`src/pkg/rsl_defines.svh`:
```
`ifndef RSL_DEFINES_SVH
`define RSL_DEFINES_SVH

// ------------------------------------------------------------
// strap encodings and reset values
// ------------------------------------------------------------
`define RSL_BOOT_DEST_SPI    1'b0
`define RSL_BOOT_DEST_LPC    1'b1
`define RSL_EC_IF_LPC        1'b0
`define RSL_EC_IF_ESPI       1'b1
`define RSL_RSVD_PU_LEVEL    1'b1
`define RSL_RSVD_PD_LEVEL    1'b0
`define RSL_SW_BOOT_DEST_BIT 6
`define RSL_SW_BOOT_DEST_OFS 8'hbc
`define RSL_PULL_ON          1'b1
`define RSL_PULL_OFF         1'b0
`define RSL_FLAG_CLR         1'b0

// ------------------------------------------------------------
// positions of the pins in the synchroniser bank
// ------------------------------------------------------------
`define RSL_IDX_FLASH_IO3    0
`define RSL_IDX_FLASH_IO2    1
`define RSL_IDX_FLASH_IN     2
`define RSL_IDX_FLASH_OUT    3
`define RSL_IDX_THERMAL      4
`define RSL_IDX_EC_STRAP     5
`define RSL_IDX_BOOT_STRAP   6
`define RSL_IDX_PLT_RST_N    7
`define RSL_IDX_RSM_RST_N    8
`define RSL_IDX_PWR_GOOD     9

`endif

```
`src/pkg/rsl_pkg.sv`:
```
package rsl_pkg;

   // -------------------------------------------------------------
   // destination of a bios range access
   // -------------------------------------------------------------
   typedef enum logic [1:0] {
      RSL_ROUTE_SPI = 2'b01,
      RSL_ROUTE_LPC = 2'b10
   } rsl_route_e;

endpackage

```
`src/rtl/rsl_edge_sync.sv`:
```
`timescale 1ns/1ps
`include "rsl_defines.svh"

// ------------------------------------------------------------
// three-stage synchroniser with rising and falling edge detect
// ------------------------------------------------------------
module rsl_edge_sync (
   // clock and reset
   input  wire logic SYS_CLK,
   input  wire logic RST,
   // async level in
   input  wire logic async_in,
   // synchronised level and edges
   output logic      level,
   output logic      rise,
   output logic      fall
);

   logic [2:0] sync_q;
   logic [2:0] sync_d;
   logic       level_q;
   logic       level_d;
   logic       agree;

   // a change counts only once stages two and three hold the same value
   always_comb begin
      sync_d  = {sync_q[1:0], async_in};
      agree   = (sync_q[1] == sync_q[2]);
      level_d = agree ? sync_q[2] : level_q;
   end

   always_ff @(posedge SYS_CLK) begin
      if (RST) begin
         sync_q  <= 3'h0;
         level_q <= `RSL_FLAG_CLR;
      end else begin
         sync_q  <= sync_d;
         level_q <= level_d;
      end
   end

   // stage one is read by stage two only
   assign level = level_q;
   assign rise  = level_d & ~level_q;
   assign fall  = ~level_d & level_q;

endmodule // rsl_edge_sync

```
`src/rtl/rsl_reset_strap_latch.sv`:
```
`timescale 1ns/1ps
`include "rsl_defines.svh"

// Contract
// - latch boot destination on power-good rise; 0 spi, 1 lpc.
// - software bit also selects boot destination, same encoding.
// - boot strap pull-down on until platform reset deasserts.
// - engine and network spi accesses always go to spi.
// - latch ec interface strap on resume reset rise; 0 lpc, 1 espi.
// - ec strap pull-down off once resume reset deasserts.
// - after sampling, pins return to normal use, values kept.
module rsl_reset_strap_latch (
   // clock and reset
   input  wire logic SYS_CLK,
   input  wire logic RST,
   // reset and power-good pins
   input  wire logic PLATFORM_POWER_GOOD,
   input  wire logic RESUME_WELL_RESET_N,
   input  wire logic PLATFORM_RESET_N,
   // strap pins
   input  wire logic BOOT_DEST_STRAP_PIN,
   input  wire logic EC_INTERFACE_STRAP_PIN,
   input  wire logic THERMAL_ALERT_RESERVED_STRAP,
   input  wire logic FLASH_OUT_RESERVED_STRAP,
   input  wire logic FLASH_IN_RESERVED_STRAP,
   input  wire logic FLASH_IO2_RESERVED_STRAP,
   input  wire logic FLASH_IO3_RESERVED_STRAP,
   // software boot destination control
   input  wire logic SW_BOOT_DEST_WR,
   input  wire logic SW_BOOT_DEST,
   // bios range access request
   input  wire logic BIOS_ACCESS,
   input  wire logic ACCESS_FROM_ENGINE,
   // outputs
   output logic      BOOT_DESTINATION_STRAP,
   output logic      BOOT_DEST_EFFECTIVE,
   output logic      ROUTE_TO_SPI,
   output logic      ROUTE_TO_LPC,
   output logic      EC_INTERFACE_ESPI,
   output logic      BOOT_DEST_PULLDOWN_EN,
   output logic      EC_STRAP_PULLDOWN_EN,
   output logic      RESERVED_PULLUP_EN,
   output logic      THERMAL_PULLDOWN_EN,
   output logic      STRAP_FUNCTIONAL,
   output logic      RESERVED_STRAP_ERR
);

   // -------------------------------------------------------------
   // synchronisers
   // -------------------------------------------------------------
   localparam int N = 10;
   logic [N-1:0] raw;
   logic [N-1:0] lvl;
   logic [N-1:0] rise;
   logic [N-1:0] fall;

   // one synchroniser per pin; each reserved strap is synchronised on its own, all five feed one error flag
   assign raw[`RSL_IDX_PWR_GOOD]   = PLATFORM_POWER_GOOD;
   assign raw[`RSL_IDX_RSM_RST_N]  = RESUME_WELL_RESET_N;
   assign raw[`RSL_IDX_PLT_RST_N]  = PLATFORM_RESET_N;
   assign raw[`RSL_IDX_BOOT_STRAP] = BOOT_DEST_STRAP_PIN;
   assign raw[`RSL_IDX_EC_STRAP]   = EC_INTERFACE_STRAP_PIN;
   assign raw[`RSL_IDX_THERMAL]    = THERMAL_ALERT_RESERVED_STRAP;
   assign raw[`RSL_IDX_FLASH_OUT]  = FLASH_OUT_RESERVED_STRAP;
   assign raw[`RSL_IDX_FLASH_IN]   = FLASH_IN_RESERVED_STRAP;
   assign raw[`RSL_IDX_FLASH_IO2]  = FLASH_IO2_RESERVED_STRAP;
   assign raw[`RSL_IDX_FLASH_IO3]  = FLASH_IO3_RESERVED_STRAP;

   genvar gi;
   generate
      for (gi = 0; gi < N; gi++) begin : g_sync
         rsl_edge_sync u_sync (
            .SYS_CLK  (SYS_CLK),
            .RST      (RST),
            .async_in (raw[gi]),
            .level    (lvl[gi]),
            .rise     (rise[gi]),
            .fall     (fall[gi])
         );
      end
   endgenerate

   logic pwr_rise;
   logic rsm_rise;
   logic rsm_fall;
   logic plt_rise;
   assign pwr_rise = rise[`RSL_IDX_PWR_GOOD];
   assign rsm_rise = rise[`RSL_IDX_RSM_RST_N];
   assign rsm_fall = fall[`RSL_IDX_RSM_RST_N];
   assign plt_rise = rise[`RSL_IDX_PLT_RST_N];

   // -------------------------------------------------------------
   // decoders
   // -------------------------------------------------------------
   // true when every reserved strap sits at its required level
   function automatic logic rsvd_ok(input logic [N-1:0] l);
      logic hi;
      logic lo;
      hi = (l[`RSL_IDX_FLASH_OUT] == `RSL_RSVD_PU_LEVEL)
         & (l[`RSL_IDX_FLASH_IN]  == `RSL_RSVD_PU_LEVEL)
         & (l[`RSL_IDX_FLASH_IO2] == `RSL_RSVD_PU_LEVEL)
         & (l[`RSL_IDX_FLASH_IO3] == `RSL_RSVD_PU_LEVEL);
      lo = (l[`RSL_IDX_THERMAL] == `RSL_RSVD_PD_LEVEL);
      return hi & lo;
   endfunction

   // engine and network fetches ignore the host's boot destination
   function automatic rsl_pkg::rsl_route_e route_of(input logic dest,
                                                   input logic eng);
      rsl_pkg::rsl_route_e r;
      if (eng) begin
         r = rsl_pkg::RSL_ROUTE_SPI;
      end else if (dest == `RSL_BOOT_DEST_LPC) begin
         r = rsl_pkg::RSL_ROUTE_LPC;
      end else begin
         r = rsl_pkg::RSL_ROUTE_SPI;
      end
      return r;
   endfunction

   // -------------------------------------------------------------
   // latched state
   // -------------------------------------------------------------
   logic boot_strap_q, boot_strap_d;
   logic sw_dest_q,    sw_dest_d;
   logic ec_if_q,      ec_if_d;
   logic rsvd_err_q,   rsvd_err_d;
   logic boot_pd_q,    boot_pd_d;
   logic ec_pd_q,      ec_pd_d;
   logic spi_q,        spi_d;
   logic lpc_q,        lpc_d;

   always_comb begin
      boot_strap_d = boot_strap_q;
      sw_dest_d    = sw_dest_q;
      ec_if_d      = ec_if_q;
      rsvd_err_d   = rsvd_err_q;
      // held until next sampling edge; sw_dest_q also takes software writes
      if (pwr_rise) begin
         boot_strap_d = lvl[`RSL_IDX_BOOT_STRAP];
         sw_dest_d    = lvl[`RSL_IDX_BOOT_STRAP];
      end else if (SW_BOOT_DEST_WR) begin
         // a write racing the strap edge is lost; the strap wins
         sw_dest_d    = SW_BOOT_DEST;
      end
      if (rsm_rise) begin
         ec_if_d      = lvl[`RSL_IDX_EC_STRAP];
         rsvd_err_d   = ~rsvd_ok(lvl);
      end
   end

   always_ff @(posedge SYS_CLK) begin
      if (RST) begin
         boot_strap_q <= `RSL_BOOT_DEST_SPI;
         sw_dest_q    <= `RSL_BOOT_DEST_SPI;
         ec_if_q      <= `RSL_EC_IF_LPC;
         rsvd_err_q   <= `RSL_FLAG_CLR;
      end else begin
         boot_strap_q <= boot_strap_d;
         sw_dest_q    <= sw_dest_d;
         ec_if_q      <= ec_if_d;
         rsvd_err_q   <= rsvd_err_d;
      end
   end

   // -------------------------------------------------------------
   // strap pull control
   // -------------------------------------------------------------
   always_comb begin
      boot_pd_d = boot_pd_q;
      ec_pd_d   = ec_pd_q;
      if (pwr_rise) begin
         boot_pd_d = `RSL_PULL_ON;
      end
      // release wins over a fresh power-good edge in the same cycle
      if (plt_rise) begin
         boot_pd_d = `RSL_PULL_OFF;
      end
      if (rsm_rise) begin
         ec_pd_d   = `RSL_PULL_OFF;
      end else if (rsm_fall) begin
         // re-armed for the next resume-well sampling window
         ec_pd_d   = `RSL_PULL_ON;
      end
   end

   always_ff @(posedge SYS_CLK) begin
      if (RST) begin
         boot_pd_q <= `RSL_PULL_ON;
         ec_pd_q   <= `RSL_PULL_ON;
      end else begin
         boot_pd_q <= boot_pd_d;
         ec_pd_q   <= ec_pd_d;
      end
   end

   // -------------------------------------------------------------
   // access routing
   // -------------------------------------------------------------
   rsl_pkg::rsl_route_e route_now;

   always_comb begin
      route_now = route_of(sw_dest_q, ACCESS_FROM_ENGINE);
      spi_d     = BIOS_ACCESS & (route_now == rsl_pkg::RSL_ROUTE_SPI);
      lpc_d     = BIOS_ACCESS & (route_now == rsl_pkg::RSL_ROUTE_LPC);
   end

   always_ff @(posedge SYS_CLK) begin
      if (RST) begin
         spi_q <= `RSL_FLAG_CLR;
         lpc_q <= `RSL_FLAG_CLR;
      end else begin
         spi_q <= spi_d;
         lpc_q <= lpc_d;
      end
   end

   assign BOOT_DESTINATION_STRAP = boot_strap_q;
   assign BOOT_DEST_EFFECTIVE    = sw_dest_q;
   assign ROUTE_TO_SPI           = spi_q;
   assign ROUTE_TO_LPC           = lpc_q;
   assign EC_INTERFACE_ESPI      = ec_if_q;
   assign BOOT_DEST_PULLDOWN_EN  = boot_pd_q;
   assign EC_STRAP_PULLDOWN_EN   = ec_pd_q;
   // reserved pulls follow the resume-well sampling window
   assign RESERVED_PULLUP_EN     = ec_pd_q;
   assign THERMAL_PULLDOWN_EN    = ec_pd_q;
   assign STRAP_FUNCTIONAL       = ~boot_pd_q & ~ec_pd_q;
   assign RESERVED_STRAP_ERR     = rsvd_err_q;

endmodule // rsl_reset_strap_latch

```
`config.mk`:
```
export PLATFORM = sky130hd
export DESIGN_NAME = rsl_reset_strap_latch
export DESIGN_NICKNAME = d
export VERILOG_FILES = /design/src/pkg/rsl_pkg.sv /design/src/rtl/rsl_edge_sync.sv /design/src/rtl/rsl_reset_strap_latch.sv
export VERILOG_INCLUDE_DIRS = /design/src /design/src/pkg
export SDC_FILE = /design/constraint.sdc
export NUM_CORES = 1
export LEC_CHECK = 0
export BUFFER_PORTS_ARGS = -buffer_cell sky130_fd_sc_hd__buf_2
export CORE_UTILIZATION = 30
export DETAILED_ROUTE_END_ITERATION = 10
export GPL_ROUTABILITY_DRIVEN = 0
export PLACE_DENSITY_LB_ADDON = 0.3
export SETUP_SLACK_MARGIN = 0.2
export SYNTH_ARGS = -nofsm -noshare
export SYNTH_HDL_FRONTEND = slang
export SYNTH_HIERARCHICAL = 1
export SYNTH_SLANG_ARGS = --single-unit
export TNS_END_PERCENT = 50
```
`constraint.sdc`:
```
create_clock -name SYS_CLK -period 0.87 [get_ports SYS_CLK]
set_input_delay 0.087 -clock SYS_CLK [delete_from_list [all_inputs] [get_ports SYS_CLK]]
set_output_delay 0.087 -clock SYS_CLK [all_outputs]
set_load 0.02 [all_outputs]
```
==> results of run 1 <==
==> metal layers <==
layer	part of all wire [%]	up-vias
li1	-	547
met1	41	474
met2	53	20
met3	4.2	7
met4	2.3	0
met5	0	-
==> worst reg2reg max path, cell delays in order (launching register included) <==
cell	delay, ns
dfxtp_2	0.34
buf_4	0.14
nor3b_2	0.17
nor2_1	0.06
o21bai_1	0.13
==> worst paths after layout <==
check	to	slack (ns)	depth (start not counted)
max	STRAP_FUNCTIONAL	-0.08	2
min	g_sync[0].u_sync/sync_q[0]	0.01	2
max reg2reg	EC_STRAP_PULLDOWN_EN	-0.04	4
min reg2reg	g_sync[9].u_sync/sync_q[1]	0.44	1
==> sequential cells by signal, indices dropped and copies added (netlist names) <==
signal,cells
BOOT_DEST_PULLDOWN_EN,1
BOOT_DESTINATION_STRAP,1
BOOT_DEST_EFFECTIVE,1
RESERVED_STRAP_ERR,1
ROUTE_TO_SPI,1
ROUTE_TO_LPC,1
g_sync.u_sync/sync_q,30
EC_INTERFACE_ESPI,1
g_sync.u_sync/level,10
EC_STRAP_PULLDOWN_EN,1
==> cell type report <==
cell class | instances | share of cell area, %
inverters | 1 | 0.1781
repair buffers | 44 | 16.33
clock inverters | 2 | 1.841
multi-input cells | 85 | 26.37
well taps | 67 | 3.979
flip-flops and latches | 48 | 47.39
clock buffers | 6 | 3.919
==> metrics by stage <==
stage                     instances  utilization [%]  area [µm²]  worst slack (ns)
after CTS                       253            43.52        2056           -0.1019
after global placement          234            37.06        1750          -0.03720
after global routing            253            44.61        2107           -0.1272
after floorplan                 136                -        1486          -0.01993
final                           253            44.61        2107          -0.08241
after detailed placement        234            37.06        1750          -0.07658
==> placed cells by master, fill, tap and decap left out <==
| cell type | n |
|---|---|
| nor3b_2 | 1 |
| nor2b_4 | 3 |
| o21bai_1 | 3 |
| a21oi_1 | 8 |
| dfxtp_2 | 24 |
| nor2_4 | 2 |
| nor3b_1 | 1 |
| nand2_2 | 2 |
| o21ai_2 | 4 |
| nor2b_1 | 29 |
| o21ai_1 | 6 |
| dfxtp_1 | 22 |
| a31oi_1 | 1 |
| buf_6 | 7 |
| nor2_1 | 6 |
| clkinv_4 | 1 |
| buf_12 | 1 |
| buf_4 | 10 |
| mux2i_1 | 3 |
| nand2_1 | 11 |
| buf_2 | 18 |
| inv_1 | 1 |
| a21oi_2 | 2 |
| clkbuf_8 | 6 |
| and3b_2 | 1 |
| bufinv_16 | 1 |
| a211oi_2 | 1 |
| dlygate4sd3_1 | 8 |
| dfxtp_4 | 2 |
| and4b_1 | 1 |
==> where the power goes <==
group | internal [mW] | switching (mW) | total, mW
clock network | 0.939 | 0.703 | 1.64
logic | 0.129 | 0.0836 | 0.212
registers | 2.26 | 0.0302 | 2.29
total | 3.33 | 0.817 | 4.14
==> what timing repair did <==
action	in CTS	in global routing
endpoints found under the hold margin	8	0
endpoints found under the setup margin	22	30
hold buffers	8	0
buffers inserted	3	0
gates resized for setup	31	21
pin swaps	6	16
==> summary.md, run 1 <==
| Metric | Value |
|---|---|
| Die width | a little over 70 µm |
| Minimum clock period | about 0.95 ns |
| HP Class | in -> reg |
| FF+latch area | 998.5 µm² |
| M3 GR Usage | roughly 4.5% |
| Final worst slack | -0.08241 ns |
| Root buf cell | clkbuf_8 |
| Pre-antenna DRT Iters | 7 |
| GR peak layer | met2 |
| Deepest clock path buffer count | 2 |
| Critical path endpoint category | output pin |
| Crit-path max FO | 5 |
| GRT overflow | 0 |
| Worst Max-Slew Pin Slew | 0.2940 ns |
| Pin count of the biggest net entering global routing | 23 |
| Leakage | 0.8383 nW |
| Net count after synthesis | approximately 150 |
| Worst r2r src | g_sync[8].u_sync/sync_q[1] |
| Final Hold Viols | 0 |
| Hold Slack | just under 0.01 ns |
| Delay-heaviest family, CP | flip-flops |
| RSZ-0062 raised after global routing | yes |
| Finish-stage setup viols | 7 |
| Syn. warnings | 6 |
| Startpoint types | flip-flop |
| Area of the mapped netlist | roughly 1500 µm² |
| I/O Pins | 27 |
| Area growth from synthesis to final layout | 43.81% |
| Peak per-stage delay on the critical path | 0.35 ns |
| Final period utilization | 109.5% |
| Die area | 5167 µm² |
| Required @ worst endpoint | 0.78 ns |
| Detailed Route Iter0 Violations | 16 |
| Worst path bufs/invs | 1 |
| Max_slew headroom | 80.40% |
| Hold_sp | FLASH_IO3_RESERVED_STRAP |
| Clock-pin slew on the worst setup and hold paths | about 0.09 ns |
| Final nets | around 200 |
| Mapped Cells | approximately 140 |
| Vias in the first global route | just under 1,000 |
| Met2 GRT Util | about 19% |
| Critical path origin | EC_STRAP_PULLDOWN_EN |
| Critical path cell sequence | nor2_1, buf_4 |
| Initial antenna violation count | 0 |
| GRT Total Usage | approximately a tenth |
| Total power | about 4.1 mW |
| Failing checks | DRC, setup timing |
| Setup CP Type | reg -> out |
| TritonCTS clock tree | built |
| Layout cells sized above 1 | between 40% and 50% |
| Starting Density | between 30 and 40% |
| Crit path max-delay cell type | dfxtp_2 |
| Global-route met1 utilization | around a tenth |
| Status | finished with violations |
| Vias | 1,048 |
| # fillers | around 450 |
| Final TNS setup | -0.3008 ns |
| DRC Markers | 2 |
| Ant diodes | 0 |
| Syn Area/Cell | roughly 11 µm² |
| H-tree depth | 2 |
| Final Skew | 0.007484 ns |
| CTS Buf Count | 5 |
| Site Rows | 25 |
| TritonCTS Sinks | 48 |
| Max Slew Vio Count | 0 |
| FMAX | around 1000 MHz |
| Critical path arrival | 0.87 ns |
| Clock Latency Late Sink | about 0.30 ns |
| IO Port Bufs | 26 |
| Max VDD drop | about 0.91 mV |
| Area of the multi-input gates | 555.5 µm² |
| Post-Route WL | 2.479 mm |
| Core Area | around 4700 µm² |
| Routed wire per std cell | between 9 and 10 µm |
| Die Y-Extent | slightly above 70 µm |
| Post-DR vias/cell | between 4 and 5 |
| Post-route ant nets | 0 |
| Global-route wire length before repair | between 4 and 5 mm |
| Max-cap violations | 0 |
| Power density cells | approximately 2000 nW/µm² |
No activity file was read; power rests on OpenSTA's default activity.
==> run 2: changes to the inputs <==
--- a/config.mk
+++ b/config.mk
@@ -6,7 +6,10 @@
 export SDC_FILE = /design/constraint.sdc
 export NUM_CORES = 1
 export LEC_CHECK = 0
+export ABC_CLOCK_PERIOD_IN_PS = 870
 export BUFFER_PORTS_ARGS = -buffer_cell sky130_fd_sc_hd__buf_2
+export CELL_PAD_IN_SITES_DETAIL_PLACEMENT = 1
+export CELL_PAD_IN_SITES_GLOBAL_PLACEMENT = 1
 export CORE_UTILIZATION = 30
 export DETAILED_ROUTE_END_ITERATION = 10
 export GPL_ROUTABILITY_DRIVEN = 0
==> run 2 against run 1 <==
- the run still ends with DRC, setup timing left
- combinational power fell by 7%
- via count is 0.19% higher
- sequential share of layout area is 1.7 points higher
- cell count is 1.6% lower
- sequential power is essentially flat
- critical endpoint unchanged
- largest power group unchanged
==> summary.md, run 2 (synthesized netlist as in run 1, its figures left out) <==
| Metric | Value |
|---|---|
| Total power | ~3.7 mW |
| Final Hold Viols | 0 |
| Detailed Route Iter0 Violations | 39 |
| Leakage | a little over 0.8 nW |
| Ant diodes | 0 |
| RSZ-0062 raised after global routing | yes |
| Initial antenna violation count | 0 |
| TritonCTS Sinks | 48 |
| Power density cells | approximately 1800 nW/µm² |
| Comb pwr share | between 5 and 6% |
| Required @ worst endpoint | approximately 0.78 ns |
| Area growth from synthesis to final layout | 38.86% |
| Commonest non-fill, non-tap cell in the layout | nor2b_1 |
| Crit-path max FO | 3 |
| Root buf cell | clkbuf_8 |
| Finish-stage setup viols | 7 |
| Max VDD drop | roughly 0.66 mV |
| Clock Latency Late Sink | around 0.29 ns |
| Final nets | around 200 |
| Top reg by flops | g_sync.u_sync/sync_q |
| Setup CP Type | reg -> out |
| Vias | around 1,100 |
| Hold Slack | between 0.008 and 0.009 ns |
| Global-route wire length before repair | a little under 5 mm |
| Switching share of power | between 20% and 30% |
| Met2 WL | 1.515 mm |
| TritonCTS clock tree | built |
| Failing checks | DRC, setup timing |
| Reg power frac | 62.0% |
| Clock power frac | roughly 33% |
| I/O Pins | 27 |
| Max-cap violations | 0 |
| Post-DR vias/cell | between 4 and 5 |
| Max reg flops | 30 |
| P_sw | between 0.7 and 0.8 mW |
| HP Class | in -> reg |
| Dpl cells | about 230 |
| Wl on met1 | about 1.1 mm |
| Die Y-Extent | 71.89 µm |
| Final worst slack | -0.07291 ns |
| Post-DP HPWL | 1.856 mm |
| Final period utilization | 108.4% |
| Core Area | 4723 µm² |
| Deepest clock path buffer count | 2 |
| Die width | slightly above 70 µm |
| Critical path arrival | 0.86 ns |
| Clock-pin slew on the worst setup and hold paths | about 0.08 ns |
| Post-Route WL | between 2 and 3 mm |
| Minimum clock period | 0.9429 ns |
| FMAX | between 1000 and 1500 MHz |
| Startpoint types | flip-flop |
| H-tree depth | 2 |
| Most frequent cells in the layout | 30 x nor2b_1, 24 x dfxtp_2, 22 x dfxtp_1 |
| Starting Density | around 31% |
| Pin count of the biggest net entering global routing | 23 |
| Max Slew Vio Count | 0 |
| Site Rows | 25 |
| Max_slew headroom | between 70 and 80% |
| Final TNS setup | -0.1966 ns |
| Worst Max-Slew Pin Slew | 0.3143 ns |
| Status | finished with violations |
| GRT overflow | 0 |
| Met3 Routed Length | 92 µm |
| Pre-antenna DRT Iters | 6 |
| Layout cells sized above 1 | 46.15% |
| Internal power | a little under 3 mW |
| DRC Markers | 2 |
| Routed wire per std cell | about 11 µm |
| Final non-filler cell total | ~250 |
| GRT Total Usage | 12.31% |
| CTS Buf Count | 5 |
| Vias in the first global route | between 1,000 and 1,500 |
| Final Skew | 0.004183 ns |
| IO Port Bufs | 26 |
| Critical path endpoint category | output pin |
| Post-route ant nets | 0 |
| Die area | ~5200 µm² |
| Max layer used | met4 |
run 2: cell types whose count changed in the layout (fill, tap and decap cells not counted), sizes merged:
cell / change
bufinv: -1
dlygate4sd3: -4
dlymetal6s4s: +1
run 2: area by class of cell:
| cell class | count | area [µm²] |
|---|---|---|
| Inverter | 1 | 3.754 |
| Tap cell | 67 | 83.83 |
| Fill cell | 522 | 2689 |
| Sequential cell | 48 | 998.5 |
| Multi-Input combinational cell | 85 | 554.3 |
| Timing Repair Buffer | 41 | 316.6 |
| Clock inverter | 1 | 5.005 |
| Clock buffer | 6 | 72.57 |
run 2: worst max-delay path, stage by stage, from the launching register on:
cell	delay (ns)
dfxtp_2	0.33
nor2_1	0.09
buf_4	0.14
run 2: per-stage QoR:
stage,instance area (µm²),setup WS (ns),util (%)
after floorplan,1486,-0.01993,-
after global placement,1750,-0.03878,37.06
after detailed placement,1750,-0.1085,37.06
after CTS,1984,-0.08648,42.01
after global routing,2034,-0.1123,43.07
final,2034,-0.07291,43.07
run 2: what timing repair did:
action                                  4_1_cts  5_1_grt
hold endpoints to repair                      5        0
gates resized for setup                      34       20
endpoints found under the setup margin       22       31
setup buffers                                 2        1
hold buffers                                  5        0
pin swaps                                     8       13
run 2: metal layers:
layer | vias to the layer above | track usage [%]
met5 | - | 0
met4 | 0 | 5.882
met3 | 4 | 4.219
met2 | 17 | 21.28
met1 | 495 | 13.50
li1 | 534 | -
run 2: final timing paths:
kind / slack [ns] / cells past startpoint / start / to
worst min register to register: 0.44 / 2 / g_sync[3].u_sync/sync_q[2] / g_sync[3].u_sync/level
worst max-delay path: -0.07 / 2 / BOOT_DEST_PULLDOWN_EN / STRAP_FUNCTIONAL
worst min-delay path: 0.008 / 2 / PLATFORM_RESET_N / g_sync[7].u_sync/sync_q[0]
worst max register to register: -0.02 / 4 / g_sync[8].u_sync/sync_q[2] / EC_INTERFACE_ESPI
run 2: power by group through the flow:
stage / registers, mW / logic, mW / clock network [mW]
floorplan: 2.34 / 0.0602 / 0
global placement: 2.33 / 0.162 / 0
detailed placement: 2.34 / 0.170 / 0
CTS: 2.29 / 0.200 / 1.27
global route: 2.30 / 0.220 / 1.34
finish: 2.29 / 0.198 / 1.21
==> run 3: changes to the inputs <==
--- a/config.mk
+++ b/config.mk
@@ -15,6 +15,7 @@
 export GPL_ROUTABILITY_DRIVEN = 0
 export PLACE_DENSITY_LB_ADDON = 0.3
 export SETUP_SLACK_MARGIN = 0.2
+export SLEW_MARGIN = 20
 export SYNTH_ARGS = -nofsm -noshare
 export SYNTH_HDL_FRONTEND = slang
 export SYNTH_HIERARCHICAL = 1
==> constraint.sdc (replaced) <==
create_clock -name SYS_CLK -period 0.87 [get_ports SYS_CLK]
set_input_delay 0 -clock SYS_CLK [delete_from_list [all_inputs] [get_ports SYS_CLK]]
set_output_delay 0 -clock SYS_CLK [all_outputs]
set_load 0.02 [all_outputs]
==> run 3 against run 2 <==
- the run ends with setup timing left
- largest power group unchanged
- routed wire length increased by 4.4%
- sequential power about the same
- critical endpoint is now BOOT_DESTINATION_STRAP
- register-to-register slack about the same
- global-route usage increased by 0.42 points
- non-clock buffer count increased by 8
- worst setup slack improved by 0.040 ns
- combinational power increased by 15%
- total power increased by 5.2%
- cell count increased by 3.6%
==> summary.md, run 3 (synthesized netlist as in run 1, its figures left out) <==
| Metric | Value |
|---|---|
| TritonCTS Sinks | 48 |
| Deepest clock path buffer count | 2 |
| P_sw | roughly 0.85 mW |
| Site Rows | 25 |
| Die Y-Extent | slightly above 70 µm |
| Delay-heaviest family, CP | flip-flops |
| Required @ worst endpoint | 1.05 ns |
| HP Class | in -> reg |
| Minimum clock period | about 0.90 ns |
| Startpoint types | flip-flop |
| Design area | ~2100 µm² |
| Starting Density | 31.02% |
| Pre-antenna DRT Iters | 4 |
| Final Hold Viols | 0 |
| Final worst slack | -0.03311 ns |
| Worst Max-Slew Pin Slew | around 0.38 ns |
| Core Area | 4723 µm² |
| I/O Pins | 27 |
| Vias | about 1,100 |
| Die width | between 70 and 80 µm |
| Final period utilization | 103.8% |
| Most frequent cells in the layout | 29 x nor2b_1, 24 x dfxtp_2, 22 x dfxtp_1 |
| Detailed Route Iter0 Violations | 25 |
| Setup CP Type | reg -> reg |
| Layout cells sized above 1 | 47.12% |
| Area growth from synthesis to final layout | 46.71% |
| Post-DP HPWL | about 1.9 mm |
| Worst path bufs/invs | 0 |
| Status | finished with violations |
| Clock Latency Late Sink | 0.30 ns |
| Critical path endpoint category | flip-flop |
| Switching share of power | 21.86% |
| Clock-pin slew on the worst setup and hold paths | around 0.080 ns |
| CTS Buf Count | 5 |
| Critical path cell sequence | nand2_2, nor2_4, mux2i_1, nor2_1 |
| Top reg by flops | g_sync.u_sync/sync_q |
| Pin count of the biggest net entering global routing | 24 |
| Post-CTS Hold Buffers | 11 |
| Final Skew | 0.003727 ns |
| GRT overflow | 0 |
| Root buf cell | clkbuf_8 |
| Failing checks | setup timing |
| Initial antenna violation count | 0 |
| Leakage | around 0.85 nW |
| Internal power | about 3.0 mW |
| Max Slew Vio Count | 0 |
| Clock power frac | between 30% and 40% |
| Max reg flops | 30 |
| H-tree depth | 2 |
| GRT Total Usage | 12.73% |
| Crit path max-delay cell type | dfxtp_2 |
| Total power | 3.890 mW |
| Comb pwr share | 5.8% |
| Crit-path max FO | 4 |
| Placed cell area | 1732 µm² |
| # fillers | between 500 and 600 |
| Post-DR vias/cell | roughly 4.3 |
| Reg power frac | between 50% and 60% |
| FMAX | ~1100 MHz |
| Finish-stage setup viols | 4 |
| Post-route ant nets | 0 |
| Global-route wire length before repair | roughly 4.9 mm |
| Critical path arrival | 1.08 ns |
| Worst R2R Path Depth | 4 |
| Routed wire per std cell | ~11 µm |
| DRC Markers | 0 |
| RSZ-0062 raised after global routing | yes |
| Worst path depth | 4 |
| Ant diodes | 0 |
| IO Port Bufs | 26 |
| Peak per-stage delay on the critical path | roughly 0.34 ns |
| Power density cells | ~1800 nW/µm² |
| Post-Route WL | between 2 and 3 mm |
| Max_slew headroom | between 70 and 80% |
| Final nets | between 200 and 250 |
| Max VDD drop | around 0.9 mV |
| Vias in the first global route | around 1,100 |
| Hold path depth | 3 |
| Die area | between 5000 and 6000 µm² |
| Commonest non-fill, non-tap cell in the layout | nor2b_1 |
| Max-cap violations | 0 |
| TritonCTS clock tree | built |
-- run 3: cell types whose count changed in the layout (fill, tap and decap cells not counted), moves of 2 or more --
| cell | change |
|---|---|
| clkinvlp_4 | +2 |
| buf_2 | -3 |
| dlygate4sd3_1 | +7 |
| buf_4 | +3 |
| buf_6 | +2 |
-- run 3: power groups by stage --
| stage | clock (mW) | combinational, mW | sequential [mW] |
|---|---|---|---|
| 6_report | 1.37 | 0.227 | 2.29 |
| 5_1_grt | 1.53 | 0.246 | 2.30 |
| 4_1_cts | 1.43 | 0.227 | 2.29 |
| 3_5_place_dp | 0 | 0.166 | 2.34 |
| 3_3_place_gp | 0 | 0.159 | 2.33 |
| 2_1_floorplan | 0 | 0.0579 | 2.34 |
-- run 3: worst paths after layout --
check,startpoint,endpoint,slack (ns)
max,g_sync[9].u_sync/sync_q[2],BOOT_DESTINATION_STRAP,-0.03
max reg2reg,g_sync[9].u_sync/sync_q[2],BOOT_DESTINATION_STRAP,-0.03
min reg2reg,g_sync[1].u_sync/sync_q[0],g_sync[1].u_sync/sync_q[1],0.44
min,ACCESS_FROM_ENGINE,ROUTE_TO_SPI,0.007
-- run 3: cell type report --
| class | count | area [µm²] | share of cell area (%) |
|---|---|---|---|
| Inverter | 1 | 3.754 | 0.1746 |
| Timing Repair Buffer | 49 | 404.1 | 18.80 |
| Tap cell | 67 | 83.83 | 3.900 |
| Clock inverter | 2 | 15.01 | 0.6985 |
| Multi-Input combinational cell | 85 | 561.8 | 26.14 |
| Sequential cell | 48 | 998.5 | 46.45 |
| Clock buffer | 6 | 82.58 | 3.842 |
-- run 3: worst reg2reg max path: stages (launching register included) --
cell     delay (ns)
dfxtp_2        0.34
nand2_2        0.06
nor2_4         0.12
mux2i_1        0.20
nor2_1         0.06
-- run 3: per-layer routing --
| metal | part of all wire, % | global-route usage (%) | wire [µm] | vias up |
|---|---|---|---|---|
| met4 | 2.7 | 7.407 | 78 | 0 |
| met1 | 39 | 13.44 | 1132 | 519 |
| met2 | 55 | 21.80 | 1592 | 23 |
| li1 | - | - | - | 550 |
| met3 | 3.7 | 4.641 | 109 | 7 |
| met5 | 0 | 0 | 0 | - |
-- run 3: timing repair --
item,CTS,global route
setup buffers,6,0
endpoints found under the setup margin,24,31
resized for setup,38,25
pin swaps,5,13
hold endpoints to repair,12,1
-- run 3: metrics by stage --
stage	setup WS (ns)	cells	setup TNS, ns	util, %	hold WS (ns)
6_report	-0.03311	258	-0.08927	45.51	0.007473
5_1_grt	-0.1496	258	-0.5727	45.51	-0.004051
4_1_cts	-0.03156	258	-0.08850	44.29	-0.01734
3_5_place_dp	-0.1151	233	-0.3628	36.66	0.2153
3_3_place_gp	-0.04540	233	-0.09772	36.66	0.2078
2_1_floorplan	-0.01993	136	-0.01993	-	0.06420
